--- config.mk ---
export PLATFORM = sky130hd
export DESIGN_NAME = svrw_supervisor
export DESIGN_NICKNAME = d
export VERILOG_FILES = /design/src/logic/svrw_pkg.sv /design/src/logic/svrw_pin_filter.sv /design/src/logic/svrw_supervisor.sv
export SDC_FILE = /design/constraint.sdc
export NUM_CORES = 1
export LEC_CHECK = 0
export BUFFER_PORTS_ARGS = -buffer_cell sky130_fd_sc_hd__buf_4
export CAP_MARGIN = 20
export CORE_UTILIZATION = 47
export DETAILED_ROUTE_END_ITERATION = 7
export PLACE_DENSITY = 0.63
export SLEW_MARGIN = 0
export SYNTH_ARGS = -nofsm -noshare
export SYNTH_HDL_FRONTEND = slang
export SYNTH_SLANG_ARGS = --single-unit
--- constraint.sdc ---
create_clock -name core_clk -period 5 [get_ports core_clk]
set_input_delay 0.25 -clock core_clk [delete_from_list [all_inputs] [get_ports core_clk]]
set_output_delay 0.25 -clock core_clk [all_outputs]
set_load 0.02 [all_outputs]
--- src/logic/svrw_pkg.sv ---
`default_nettype none
package svrw_pkg;
	// ----------------------------------------------------------------
	// clock and internal time base
	// ----------------------------------------------------------------
	localparam int unsigned CLK_PERIOD_NS = 8;
	localparam int unsigned TICK_NS = 1000;
	localparam int unsigned TICK_CYCLES = (TICK_NS + CLK_PERIOD_NS - 1) / CLK_PERIOD_NS;
	localparam int unsigned TICKS_PER_MS = 1000000 / TICK_NS;

	// ----------------------------------------------------------------
	// supervisor times, in their own units, and their tick counts
	// ----------------------------------------------------------------
	localparam int unsigned RESET_TIMEOUT_MS = 140;
	localparam int unsigned WDOG_TIMEOUT_MS = 1600;
	localparam int unsigned WDOG_STARTUP_S = 54;
	localparam logic [31:0] RESET_TIMEOUT_TICKS = 32'(RESET_TIMEOUT_MS * TICKS_PER_MS);
	localparam logic [31:0] WDOG_TIMEOUT_TICKS = 32'(WDOG_TIMEOUT_MS * TICKS_PER_MS);
	localparam logic [31:0] WDOG_STARTUP_TICKS = 32'(WDOG_STARTUP_S * 1000 * TICKS_PER_MS);

	// ----------------------------------------------------------------
	// register map (byte offsets) and reset values
	// ----------------------------------------------------------------
	localparam logic [7:0] REG_STATUS = 8'h00;
	localparam logic [7:0] REG_MASK = 8'h04;
	localparam logic [7:0] REG_EXT_TIMEOUT = 8'h08;
	localparam logic [7:0] REG_LIVE = 8'h0c;
	localparam logic [3:0] STATUS_RST = 4'h0;
	localparam logic [3:0] MASK_RST = 4'h0;
	localparam logic [31:0] EXT_TIMEOUT_RST = RESET_TIMEOUT_TICKS;

	// status / mask bit positions
	localparam int unsigned EV_RAIL_DROP = 0;
	localparam int unsigned EV_MANUAL = 1;
	localparam int unsigned EV_WDOG = 2;
	localparam int unsigned EV_RELEASE = 3;
	localparam int unsigned EV_COUNT = 4;

	// live register bit positions
	localparam int unsigned LIVE_RESET = 6;
	localparam int unsigned LIVE_WD_EN = 7;
	localparam int unsigned LIVE_WD_STATE = 8;
	localparam int unsigned LIVE_MARGIN = 10;
	localparam int unsigned LIVE_SELECT = 11;

	// register select codes
	localparam logic [2:0] SEL_NONE = 3'h0;
	localparam logic [2:0] SEL_STATUS = 3'h1;
	localparam logic [2:0] SEL_MASK = 3'h2;
	localparam logic [2:0] SEL_EXT = 3'h3;
	localparam logic [2:0] SEL_LIVE = 3'h4;

	localparam logic [1:0] RESP_OKAY = 2'h0;
	localparam logic [1:0] RESP_SLVERR = 2'h2;

	typedef enum logic [1:0] {
		WD_OFF,
		WD_STARTUP,
		WD_RUN
	} svrw_wd_state_t;
endpackage
`default_nettype wire

--- src/logic/svrw_pin_filter.sv ---
`timescale 1ns/1ps
`default_nettype none
// three-stage pin synchroniser; output follows once stages two and three agree
module svrw_pin_filter #(
	parameter int unsigned WIDTH = 1,
	parameter logic [WIDTH-1:0] RST_VAL = '0
) (
	input wire logic core_clk,
	input wire logic rst_n,
	input wire logic [WIDTH-1:0] pin_in,
	output logic [WIDTH-1:0] pin_out
);
	logic [WIDTH-1:0] s1_q;
	logic [WIDTH-1:0] s2_q;
	logic [WIDTH-1:0] s3_q;

	always_ff @(posedge core_clk or negedge rst_n)
	begin
		if (!rst_n)
		begin
			s1_q <= RST_VAL;
			s2_q <= RST_VAL;
			s3_q <= RST_VAL;
			pin_out <= RST_VAL;
		end
		else
		begin
			s1_q <= pin_in;
			s2_q <= s1_q;
			s3_q <= s2_q;
			for (int i = 0; i < WIDTH; i++)
			begin
				if (s2_q[i] == s3_q[i])
					pin_out[i] <= s3_q[i];
			end
		end
	end
endmodule // svrw_pin_filter
`default_nettype wire

--- src/logic/svrw_supervisor.sv ---
// Summary of operation
// - a watchdog input held at one level past the watchdog timeout asserts system reset and clears the timer.
// - the watchdog timer restarts from zero while system reset is asserted and on every edge of the watchdog input.
// - after a reset the watchdog allows a 54 s startup period for the first input transition before it may reset.
// - a floating watchdog input disables the watchdog; a host wanting it off leaves the input undriven.
// - each channel fault output is low while its rail is below threshold and released once it is above again.
// - manual reset low asserts system reset, which stays asserted a full reset timeout after release.
// - timeout select high picks the internal 140 ms timeout, otherwise the timeout held in the external-timeout register applies.
// - margin low forces every fault output and the system reset to the released high state.
// - any rail below threshold asserts system reset, held a reset timeout after all rails and manual reset recover.
`timescale 1ns/1ps
`default_nettype none
module svrw_supervisor #(
	parameter int unsigned RAILS = 6,
	parameter int unsigned TICK_DIV = svrw_pkg::TICK_CYCLES,
	parameter logic [31:0] RESET_TICKS = svrw_pkg::RESET_TIMEOUT_TICKS,
	parameter logic [31:0] WDOG_TICKS = svrw_pkg::WDOG_TIMEOUT_TICKS,
	parameter logic [31:0] STARTUP_TICKS = svrw_pkg::WDOG_STARTUP_TICKS
) (
	input wire logic core_clk,
	input wire logic rst_n,
	input wire logic [RAILS-1:0] monitored_rail,
	input wire logic manual_reset_request_n,
	input wire logic timeout_select_input,
	input wire logic margin_n,
	input wire logic watchdog_kick_input,
	input wire logic watchdog_float_detect,
	output logic [RAILS-1:0] channel_fault_n,
	output logic [RAILS-1:0] channel_fault_oe,
	output logic system_reset_n,
	output logic system_reset_oe,
	output logic irq,
	input wire logic [7:0] s_axi_awaddr,
	input wire logic s_axi_awvalid,
	output logic s_axi_awready,
	input wire logic [31:0] s_axi_wdata,
	input wire logic [3:0] s_axi_wstrb,
	input wire logic s_axi_wvalid,
	output logic s_axi_wready,
	output logic [1:0] s_axi_bresp,
	output logic s_axi_bvalid,
	input wire logic s_axi_bready,
	input wire logic [7:0] s_axi_araddr,
	input wire logic s_axi_arvalid,
	output logic s_axi_arready,
	output logic [31:0] s_axi_rdata,
	output logic [1:0] s_axi_rresp,
	output logic s_axi_rvalid,
	input wire logic s_axi_rready
);
	// ----------------------------------------------------------------
	// pin synchronisers
	// ----------------------------------------------------------------
	logic [RAILS-1:0] rail_ok_s;
	logic [4:0] ctl_s;
	logic mr_s;
	logic select_s;
	logic margin_s;
	logic wdi_s;
	logic float_s;

	svrw_pin_filter #(.WIDTH(RAILS), .RST_VAL('0)) u_rail_filter (
		.core_clk(core_clk),
		.rst_n(rst_n),
		.pin_in(monitored_rail),
		.pin_out(rail_ok_s)
	);

	svrw_pin_filter #(.WIDTH(5), .RST_VAL(5'h1d)) u_ctl_filter (
		.core_clk(core_clk),
		.rst_n(rst_n),
		.pin_in({manual_reset_request_n, timeout_select_input, margin_n, watchdog_kick_input,
			watchdog_float_detect}),
		.pin_out(ctl_s)
	);

	assign mr_s = ctl_s[4];
	assign select_s = ctl_s[3];
	assign margin_s = ctl_s[2];
	assign wdi_s = ctl_s[1];
	assign float_s = ctl_s[0];

	// ----------------------------------------------------------------
	// internal time base
	// ----------------------------------------------------------------
	logic [15:0] tick_cnt_q;
	logic tick_q;

	always_ff @(posedge core_clk or negedge rst_n)
	begin
		if (!rst_n)
		begin
			tick_cnt_q <= 16'h0000;
			tick_q <= 1'b0;
		end
		else if (tick_cnt_q >= 16'(TICK_DIV - 1))
		begin
			tick_cnt_q <= 16'h0000;
			tick_q <= 1'b1;
		end
		else
		begin
			tick_cnt_q <= tick_cnt_q + 16'h0001;
			tick_q <= 1'b0;
		end
	end

	// ----------------------------------------------------------------
	// reset generator
	// ----------------------------------------------------------------
	logic all_ok;
	logic wd_expire;
	logic rst_active_q;
	logic rst_active_d;
	logic [31:0] hold_cnt_q;
	logic [31:0] hold_cnt_d;
	logic [31:0] ext_timeout_q;
	logic [31:0] timeout_ticks;

	assign all_ok = &rail_ok_s;
	assign timeout_ticks = select_s ? RESET_TICKS : ext_timeout_q;

	always_comb
	begin
		rst_active_d = rst_active_q;
		hold_cnt_d = hold_cnt_q;
		if (!all_ok || !mr_s || wd_expire)
		begin
			rst_active_d = 1'b1;
			hold_cnt_d = 32'h0000_0000;
		end
		else if (rst_active_q && tick_q)
		begin
			if (hold_cnt_q + 32'h0000_0001 >= timeout_ticks)
				rst_active_d = 1'b0;
			else
				hold_cnt_d = hold_cnt_q + 32'h0000_0001;
		end
	end

	always_ff @(posedge core_clk or negedge rst_n)
	begin
		if (!rst_n)
		begin
			rst_active_q <= 1'b1;
			hold_cnt_q <= 32'h0000_0000;
		end
		else
		begin
			rst_active_q <= rst_active_d;
			hold_cnt_q <= hold_cnt_d;
		end
	end

	// ----------------------------------------------------------------
	// watchdog
	// ----------------------------------------------------------------
	svrw_pkg::svrw_wd_state_t wd_state_q;
	logic [31:0] wd_cnt_q;
	logic wdi_prev_q;
	logic wdi_edge;
	logic wd_armed;
	logic [31:0] wd_limit;

	assign wdi_edge = wdi_s ^ wdi_prev_q;
	assign wd_armed = (wd_state_q == svrw_pkg::WD_STARTUP) || (wd_state_q == svrw_pkg::WD_RUN);
	assign wd_limit = (wd_state_q == svrw_pkg::WD_RUN) ? WDOG_TICKS : STARTUP_TICKS;
	assign wd_expire = !float_s && !rst_active_q && wd_armed && !wdi_edge && tick_q
		&& (wd_cnt_q + 32'h0000_0001 >= wd_limit);

	always_ff @(posedge core_clk or negedge rst_n)
	begin
		if (!rst_n)
		begin
			wd_state_q <= svrw_pkg::WD_OFF;
			wd_cnt_q <= 32'h0000_0000;
			wdi_prev_q <= 1'b0;
		end
		else
		begin
			wdi_prev_q <= wdi_s;
			if (float_s)
			begin
				wd_state_q <= svrw_pkg::WD_OFF;
				wd_cnt_q <= 32'h0000_0000;
			end
			else if (rst_active_q)
			begin
				wd_state_q <= svrw_pkg::WD_STARTUP;
				wd_cnt_q <= 32'h0000_0000;
			end
			else
			begin
				case (wd_state_q)
					svrw_pkg::WD_OFF:
					begin
						wd_state_q <= svrw_pkg::WD_STARTUP;
						wd_cnt_q <= 32'h0000_0000;
					end
					default:
					begin
						if (wdi_edge)
						begin
							wd_state_q <= svrw_pkg::WD_RUN;
							wd_cnt_q <= 32'h0000_0000;
						end
						else if (wd_expire)
							wd_cnt_q <= 32'h0000_0000;
						else if (tick_q)
							wd_cnt_q <= wd_cnt_q + 32'h0000_0001;
					end
				endcase
			end
		end
	end

	// ----------------------------------------------------------------
	// outputs
	// ----------------------------------------------------------------
	always_ff @(posedge core_clk or negedge rst_n)
	begin
		if (!rst_n)
		begin
			channel_fault_n <= '1;
			channel_fault_oe <= '0;
			system_reset_n <= 1'b1;
			system_reset_oe <= 1'b0;
		end
		else
		begin
			channel_fault_n <= margin_s ? rail_ok_s : '1;
			channel_fault_oe <= margin_s ? ~rail_ok_s : '0;
			system_reset_n <= margin_s ? !rst_active_d : 1'b1;
			system_reset_oe <= margin_s && rst_active_d;
		end
	end

	// ----------------------------------------------------------------
	// events and interrupt
	// ----------------------------------------------------------------
	logic all_ok_prev_q;
	logic mr_prev_q;
	logic [3:0] events;
	logic [3:0] status_q;
	logic [3:0] mask_q;
	logic [3:0] status_clr;

	assign events = {rst_active_q && !rst_active_d, wd_expire, mr_prev_q && !mr_s, all_ok_prev_q && !all_ok};

	always_ff @(posedge core_clk or negedge rst_n)
	begin
		if (!rst_n)
		begin
			all_ok_prev_q <= 1'b0;
			mr_prev_q <= 1'b1;
			status_q <= svrw_pkg::STATUS_RST;
			irq <= 1'b0;
		end
		else
		begin
			all_ok_prev_q <= all_ok;
			mr_prev_q <= mr_s;
			// a new event wins over a simultaneous clear
			status_q <= (status_q & ~status_clr) | events;
			irq <= |(((status_q & ~status_clr) | events) & mask_q);
		end
	end

	// ----------------------------------------------------------------
	// axi4-lite slave
	// ----------------------------------------------------------------
	function automatic logic [2:0] reg_sel(input logic [7:0] addr);
		if (addr[7:2] == svrw_pkg::REG_STATUS[7:2])
			return svrw_pkg::SEL_STATUS;
		else if (addr[7:2] == svrw_pkg::REG_MASK[7:2])
			return svrw_pkg::SEL_MASK;
		else if (addr[7:2] == svrw_pkg::REG_EXT_TIMEOUT[7:2])
			return svrw_pkg::SEL_EXT;
		else if (addr[7:2] == svrw_pkg::REG_LIVE[7:2])
			return svrw_pkg::SEL_LIVE;
		else
			return svrw_pkg::SEL_NONE;
	endfunction

	function automatic logic [31:0] lane_merge(input logic [31:0] old, input logic [31:0] data,
		input logic [3:0] strb);
		logic [31:0] res;
		res = old;
		for (int b = 0; b < 4; b++)
		begin
			if (strb[b])
				res[8*b +: 8] = data[8*b +: 8];
		end
		return res;
	endfunction

	logic [7:0] aw_addr_q;
	logic aw_full_q;
	logic [31:0] w_data_q;
	logic [3:0] w_strb_q;
	logic w_full_q;
	logic do_write;
	logic [2:0] wsel;
	logic [31:0] clr_word;
	logic [31:0] mask_word;

	assign do_write = aw_full_q && w_full_q && !s_axi_bvalid;
	assign wsel = reg_sel(aw_addr_q);
	assign clr_word = lane_merge(32'h0000_0000, w_data_q, w_strb_q);
	assign mask_word = lane_merge({28'h0000000, mask_q}, w_data_q, w_strb_q);
	assign status_clr = (do_write && wsel == svrw_pkg::SEL_STATUS) ? clr_word[3:0] : 4'h0;

	always_ff @(posedge core_clk or negedge rst_n)
	begin
		if (!rst_n)
		begin
			aw_addr_q <= 8'h00;
			aw_full_q <= 1'b0;
			w_data_q <= 32'h0000_0000;
			w_strb_q <= 4'h0;
			w_full_q <= 1'b0;
			s_axi_awready <= 1'b1;
			s_axi_wready <= 1'b1;
			s_axi_bvalid <= 1'b0;
			s_axi_bresp <= svrw_pkg::RESP_OKAY;
		end
		else
		begin
			if (s_axi_awvalid && s_axi_awready)
			begin
				aw_addr_q <= s_axi_awaddr;
				aw_full_q <= 1'b1;
				s_axi_awready <= 1'b0;
			end
			if (s_axi_wvalid && s_axi_wready)
			begin
				w_data_q <= s_axi_wdata;
				w_strb_q <= s_axi_wstrb;
				w_full_q <= 1'b1;
				s_axi_wready <= 1'b0;
			end
			if (do_write)
			begin
				s_axi_bvalid <= 1'b1;
				s_axi_bresp <= (wsel == svrw_pkg::SEL_NONE) ? svrw_pkg::RESP_SLVERR : svrw_pkg::RESP_OKAY;
			end
			if (s_axi_bvalid && s_axi_bready)
			begin
				s_axi_bvalid <= 1'b0;
				aw_full_q <= 1'b0;
				w_full_q <= 1'b0;
				s_axi_awready <= 1'b1;
				s_axi_wready <= 1'b1;
			end
		end
	end

	always_ff @(posedge core_clk or negedge rst_n)
	begin
		if (!rst_n)
		begin
			mask_q <= svrw_pkg::MASK_RST;
			ext_timeout_q <= svrw_pkg::EXT_TIMEOUT_RST;
		end
		else if (do_write && wsel == svrw_pkg::SEL_MASK)
			mask_q <= mask_word[3:0];
		else if (do_write && wsel == svrw_pkg::SEL_EXT)
			ext_timeout_q <= lane_merge(ext_timeout_q, w_data_q, w_strb_q);
	end

	logic [31:0] live_word;
	logic [2:0] rsel;

	always_comb
	begin
		live_word = 32'h0000_0000;
		live_word[RAILS-1:0] = rail_ok_s;
		live_word[svrw_pkg::LIVE_RESET] = rst_active_q;
		live_word[svrw_pkg::LIVE_WD_EN] = !float_s;
		live_word[svrw_pkg::LIVE_WD_STATE +: 2] = wd_state_q;
		live_word[svrw_pkg::LIVE_MARGIN] = !margin_s;
		live_word[svrw_pkg::LIVE_SELECT] = select_s;
	end

	assign rsel = reg_sel(s_axi_araddr);

	always_ff @(posedge core_clk or negedge rst_n)
	begin
		if (!rst_n)
		begin
			s_axi_arready <= 1'b1;
			s_axi_rvalid <= 1'b0;
			s_axi_rdata <= 32'h0000_0000;
			s_axi_rresp <= svrw_pkg::RESP_OKAY;
		end
		else if (s_axi_arvalid && s_axi_arready)
		begin
			s_axi_arready <= 1'b0;
			s_axi_rvalid <= 1'b1;
			s_axi_rresp <= svrw_pkg::RESP_OKAY;
			if (rsel == svrw_pkg::SEL_STATUS)
				s_axi_rdata <= {28'h0000000, status_q};
			else if (rsel == svrw_pkg::SEL_MASK)
				s_axi_rdata <= {28'h0000000, mask_q};
			else if (rsel == svrw_pkg::SEL_EXT)
				s_axi_rdata <= ext_timeout_q;
			else if (rsel == svrw_pkg::SEL_LIVE)
				s_axi_rdata <= live_word;
			else
			begin
				s_axi_rdata <= 32'h0000_0000;
				s_axi_rresp <= svrw_pkg::RESP_SLVERR;
			end
		end
		else if (s_axi_rvalid && s_axi_rready)
		begin
			s_axi_rvalid <= 1'b0;
			s_axi_arready <= 1'b1;
		end
	end

	// ----------------------------------------------------------------
	// assertions
	// ----------------------------------------------------------------
	wdog_expiry_a: assert property (@(posedge core_clk) disable iff (!rst_n)
		wd_expire |=> rst_active_q && wd_cnt_q == 32'h0000_0000)
		else $error("watchdog expiry did not assert reset and clear the timer");

	wdog_restart_a: assert property (@(posedge core_clk) disable iff (!rst_n)
		(rst_active_q || (wdi_edge && wd_armed)) |=> wd_cnt_q == 32'h0000_0000)
		else $error("watchdog timer not restarted");

	startup_grace_a: assert property (@(posedge core_clk) disable iff (!rst_n)
		(wd_state_q == svrw_pkg::WD_STARTUP && wd_cnt_q + 32'h0000_0001 < STARTUP_TICKS) |-> !wd_expire)
		else $error("watchdog fired inside the startup period");

	float_disable_a: assert property (@(posedge core_clk) disable iff (!rst_n)
		float_s |-> ##1 (wd_state_q == svrw_pkg::WD_OFF && !wd_expire))
		else $error("watchdog active with floating input");

	fault_follow_a: assert property (@(posedge core_clk) disable iff (!rst_n)
		margin_s |=> channel_fault_n == $past(rail_ok_s))
		else $error("fault outputs do not follow rails");

	manual_hold_a: assert property (@(posedge core_clk) disable iff (!rst_n)
		$fell(rst_active_q) |-> $past(hold_cnt_q) + 32'h0000_0001 >= $past(timeout_ticks) && $past(mr_s))
		else $error("reset released before timeout or with manual reset low");

	timeout_select_a: assert property (@(posedge core_clk) disable iff (!rst_n)
		select_s |-> timeout_ticks == RESET_TICKS)
		else $error("internal timeout not selected");

	margin_force_a: assert property (@(posedge core_clk) disable iff (!rst_n)
		!margin_s |=> (&channel_fault_n) && system_reset_n && !system_reset_oe)
		else $error("margin did not release outputs");

	rail_reset_a: assert property (@(posedge core_clk) disable iff (!rst_n)
		(margin_s && (!all_ok || !mr_s)) |=> !system_reset_n ##1 rst_active_q)
		else $error("low rail or manual reset did not assert reset");

	tick_pulse_a: assert property (@(posedge core_clk) disable iff (!rst_n)
		tick_q |=> !tick_q ##0 tick_cnt_q == 16'h0001)
		else $error("time base tick malformed");
endmodule // svrw_supervisor
`default_nettype wire

==> impl_metrics.py <==
metrics = {
    "clock_network": {
        "worst_setup_hold_path_clk_slew_ns": 0.06,
        "tritoncts.num_buffers": 29,
        "cts.path.max_buffers": 3,
        "cts_setup_buffers": 0,
        "cts_sinks": 269,
        "cts-htree-levels": 1,
        "clock_insertion_delay_worst_skew_ns": 0.57,
        "tritoncts_clock_tree": "done",
        "cts-root-buf": "sky130_fd_sc_hd__clkbuf_16",
    },
    "pwr": {
        "cellPowerDensity_nw_per_um2": 355.2,
        "sw_frac_of_total_pct": 26.17,
        "power_frac_clock_pct": 37.2,
        "leakage_nw": 7.233,
        "power.sequential.fraction_pct": 48.8,
        "intPower_w": 0.004203,
        "peakVddDrop_v": 0.0002880,
        "combPwrFrac_pct": 14.0,
        "net-switching-power_w": 0.001490,
    },
    "drt": {
        "viasPerCell": 5.479,
        "drt-wirelength-per-cell_um": 17.46,
        "postRouteAntennaNets": 0,
        "first_iter_violations": 675,
        "detail_route.drc_violations": 0,
        "dr_total_vias": 9495,
        "dr.pass1.iters": 7,
        "totalWireLength_um": 30260,
    },
    "sta": {
        "worst_hold_slack_ns": 0.1767,
        "max_freq_ghz": 0.2198,
        "worstMarginPinSlew_ns": 1.036,
        "finalSetupViolations": 0,
        "timing.slew.headroom_pct": 30.66,
        "finalSetupTns_ns": 0,
        "final.setup_skew_ns": 0.02085,
        "rsz_0062_raised_after_global_routing": "false",
        "final-max-slew-violation-count": 0,
        "timing.final.crit_period_ns": 4.550,
        "hold_violations": 0,
        "final_min_period_over_clock_period_pct": 90.99,
    },
    "placement": {
        "place.detailed.instances": 1616,
        "placed_cell_area_um2": 14450,
        "finalWeightedCongestion": 0.9008,
        "dp_hpwl_um": 20590,
        "io_buf_count": 119,
    },
    "yosys": {
        "share_of_synthesized_flip_flops_with_an_asynchronous_set_or_reset_pct": 100.0,
        "synth.ff_latch_count": 269,
        "synth_flop_cell": "sky130_fd_sc_hd__dfrtp_1",
        "synth-seq-area-share_pct": 51.54,
        "number_of_different_library_cells_in_the_post_synthesis_netlist": 84,
        "post_synth_instance_area_um2": 13140,
        "synth-warning-count": 0,
        "number_of_flops_mapped_to_enable_cells_by_yosys": 0,
        "post_synth.cell_area_avg_um2": 11.45,
        "netlist_instances": 1148,
    },
    "critical_path": {
        "path_class": "reg2reg",
        "startpoint": "hold_cnt_q[0]",
        "required_ns": 5.44,
        "critPathArrivalTime_ns": 4.99,
        "rr_startpoint": "hold_cnt_q[0]",
        "cp-end-kind": "register",
        "worstPathMaxFanout": 14,
        "start_kind": "register",
    },
    "floorplan": {
        "floorplan.die.width_um": 169.2,
        "core_region_area_um2": 27180,
        "rows": 60,
        "die_area_um2": 28640,
        "initial_core_util_pct": 48.36,
        "die_height_um": 169.2,
        "io_pins": 126,
    },
    "layout": {
        "fillerInstances": 2267,
        "multi_input_comb_area_um2": 6012,
        "number_of_antenna_cells_inserted": 0,
        "layout.area.seq_um2": 6774,
        "layout-drive-gt1-share_pct": 26.23,
        "post_layout_nonfiller_instances": 1733,
        "flow.area_growth_from_synthesis_pct": 21.95,
        "finish.net_count": 1458,
        "finish.instance_area_um2": 16030,
    },
    "run_status": {
        "run_status": "finished, final reports clean",
    },
    "grt": {
        "via_count_of_the_first_global_routing_pass": 9507,
        "overall_global_routing_usage_pct": 21.77,
        "globalRoute.totalOverflow": 0,
        "grt_first_pass_wirelength_um": 49800,
        "antenna_found_initial": 0,
        "grt_max_degree": 126,
    },
    "flow_run": {
        "drv.max_cap_violation_count": 0,
    },
    "hold_path": {
        "kind_of_path_behind_the_tightest_hold_check": "in2reg",
        "timing.hold.worst.start": "s_axi_araddr[2]",
    },
}
## power groups by stage
stage               Sequential (W)  Clock [W]  Combinational (W)
global route               0.00282    0.00225           0.000882
floorplan                  0.00277          0           0.000473
detailed placement         0.00281          0           0.000753
CTS                        0.00278    0.00217           0.000804
finish                     0.00278    0.00212           0.000798
global placement           0.00280          0           0.000736
## sequential cells by signal (all words and copies together) (netlist names), 16 cells and up
register,count
ext_timeout_q,32
hold_cnt_q,32
s_axi_rdata,32
tick_cnt_q,16
w_data_q,32
wd_cnt_q,32
## synth_stat cells, drive strengths merged (34+ instances only)
cell / n / area [µm²]
dfstp: 34 / 893.4
inv: 36 / 135.1
nand3: 55 / 292.8
ha: 50 / 625.6
a21oi: 36 / 225.2
mux2: 81 / 912.1
nand2: 95 / 361.6
nor2: 76 / 480.5
xor2: 54 / 473.0
o21ai: 38 / 193.9
nand2b: 36 / 225.2
dfrtp: 235 / 5881
## worst max-delay path, stage by stage, from the launching register on
cell                       delay (ns)
sky130_fd_sc_hd__dfrtp_1         0.44
sky130_fd_sc_hd__ha_1            0.23
sky130_fd_sc_hd__and3_1          0.22
sky130_fd_sc_hd__and3_1          0.33
sky130_fd_sc_hd__and4_1          0.30
sky130_fd_sc_hd__and3_1          0.24
sky130_fd_sc_hd__and3_1          0.26
sky130_fd_sc_hd__nand3_1         0.15
sky130_fd_sc_hd__xnor2_1         0.16
sky130_fd_sc_hd__ha_1            0.30
sky130_fd_sc_hd__nand4_1         0.15
sky130_fd_sc_hd__nor4_1          0.43
sky130_fd_sc_hd__o21ai_0         0.20
sky130_fd_sc_hd__nand2b_1        0.13
sky130_fd_sc_hd__a211oi_2        0.09
sky130_fd_sc_hd__nand2_1         0.41
sky130_fd_sc_hd__mux2i_1         0.34
sky130_fd_sc_hd__nor2_4          0.04
## layout by cell type, fill, tap and decap left out, types with 14 or more instances in the layout
master and instances:
sky130_fd_sc_hd__xnor2_1 23, sky130_fd_sc_hd__o211ai_1 18, sky130_fd_sc_hd__nor2_1 49, sky130_fd_sc_hd__inv_1 36
sky130_fd_sc_hd__o21ai_0 33, sky130_fd_sc_hd__dfrtp_1 235, sky130_fd_sc_hd__nor3_1 16, sky130_fd_sc_hd__ha_1 50
sky130_fd_sc_hd__nand4_1 22, sky130_fd_sc_hd__nor2_4 26, sky130_fd_sc_hd__a22o_1 24, sky130_fd_sc_hd__mux2_2 81
sky130_fd_sc_hd__and3_1 23, sky130_fd_sc_hd__or3_1 14, sky130_fd_sc_hd__dlygate4sd3_1 62, sky130_fd_sc_hd__clkbuf_16 29
sky130_fd_sc_hd__dfstp_2 34, sky130_fd_sc_hd__nand3_1 53, sky130_fd_sc_hd__buf_4 130, sky130_fd_sc_hd__nand2_1 92
sky130_fd_sc_hd__a21oi_1 32, sky130_fd_sc_hd__nand2b_1 36, sky130_fd_sc_hd__xor2_1 54
## cells by family (layout without fill, tap and decap cells)
group | count (synthesis) | count (layout) | share of synthesized area, %
AOI/OAI and AO/OA | 174 | 174 | 9.768
buffers and inverters | 84 | 287 | 3.085
other | 1 | 11 | 0.02853
adders and majority gates | 61 | 61 | 5.598
xor gates and xnor gates | 77 | 77 | 5.131
and+or+nand+nor | 394 | 394 | 17.18
muxes | 88 | 88 | 7.664
DFF | 269 | 269 | 51.54
## stage by stage
stage | setup WS, ns | util, % | power [W]
finish | 0.4503 | 58.98 | 0.005692
global route | 0.1375 | 58.98 | 0.005952
CTS | 0.5591 | 58.94 | 0.005753
detailed placement | 0.5723 | 53.15 | 0.003566
global placement | 0.6300 | 53.05 | 0.003539
floorplan | 0.9926 | - | 0.003241
## final cells by class
type / instances / share of cell area [%]
clock buffers: 42 / 5.207
flip-flops and latches: 269 / 42.26
multi-input cells: 805 / 37.51
well taps: 372 / 2.904
inverters: 36 / 0.8431
clock inverters: 12 / 0.7260
repair buffers: 197 / 10.55
## path summary, 6_finish.rpt
| check | endpoint | slack (ns) | cells after the start |
|---|---|---|---|
| worst max-delay path | hold_cnt_q[1] | 0.45 | 17 |
| worst max register to register | hold_cnt_q[1] | 0.45 | 17 |
| worst min register to register | u_rail_filter.s2_q[3] | 0.35 | 0 |
| max in group asynchronous | aw_addr_q[4] | 3.50 | 3 |
| worst min-delay path | s_axi_rdata[7] | 0.18 | 3 |
| min in group asynchronous | tick_cnt_q[15] | 0.29 | 2 |
## layer usage
layer	up-vias	global-route usage, %	share of wire [%]
met3	39	3.172	4.1
met2	195	35.19	47
li1	4501	-	-
met4	0	5.640	2.3
met1	4760	30.73	47
met5	-	0	0
## what timing repair did
action,4_1_cts,5_1_grt
gates resized for setup,0,0
hold buffers,62,0
hold endpoints to repair,139,0
No activity file was read; power rests on OpenSTA's default activity.
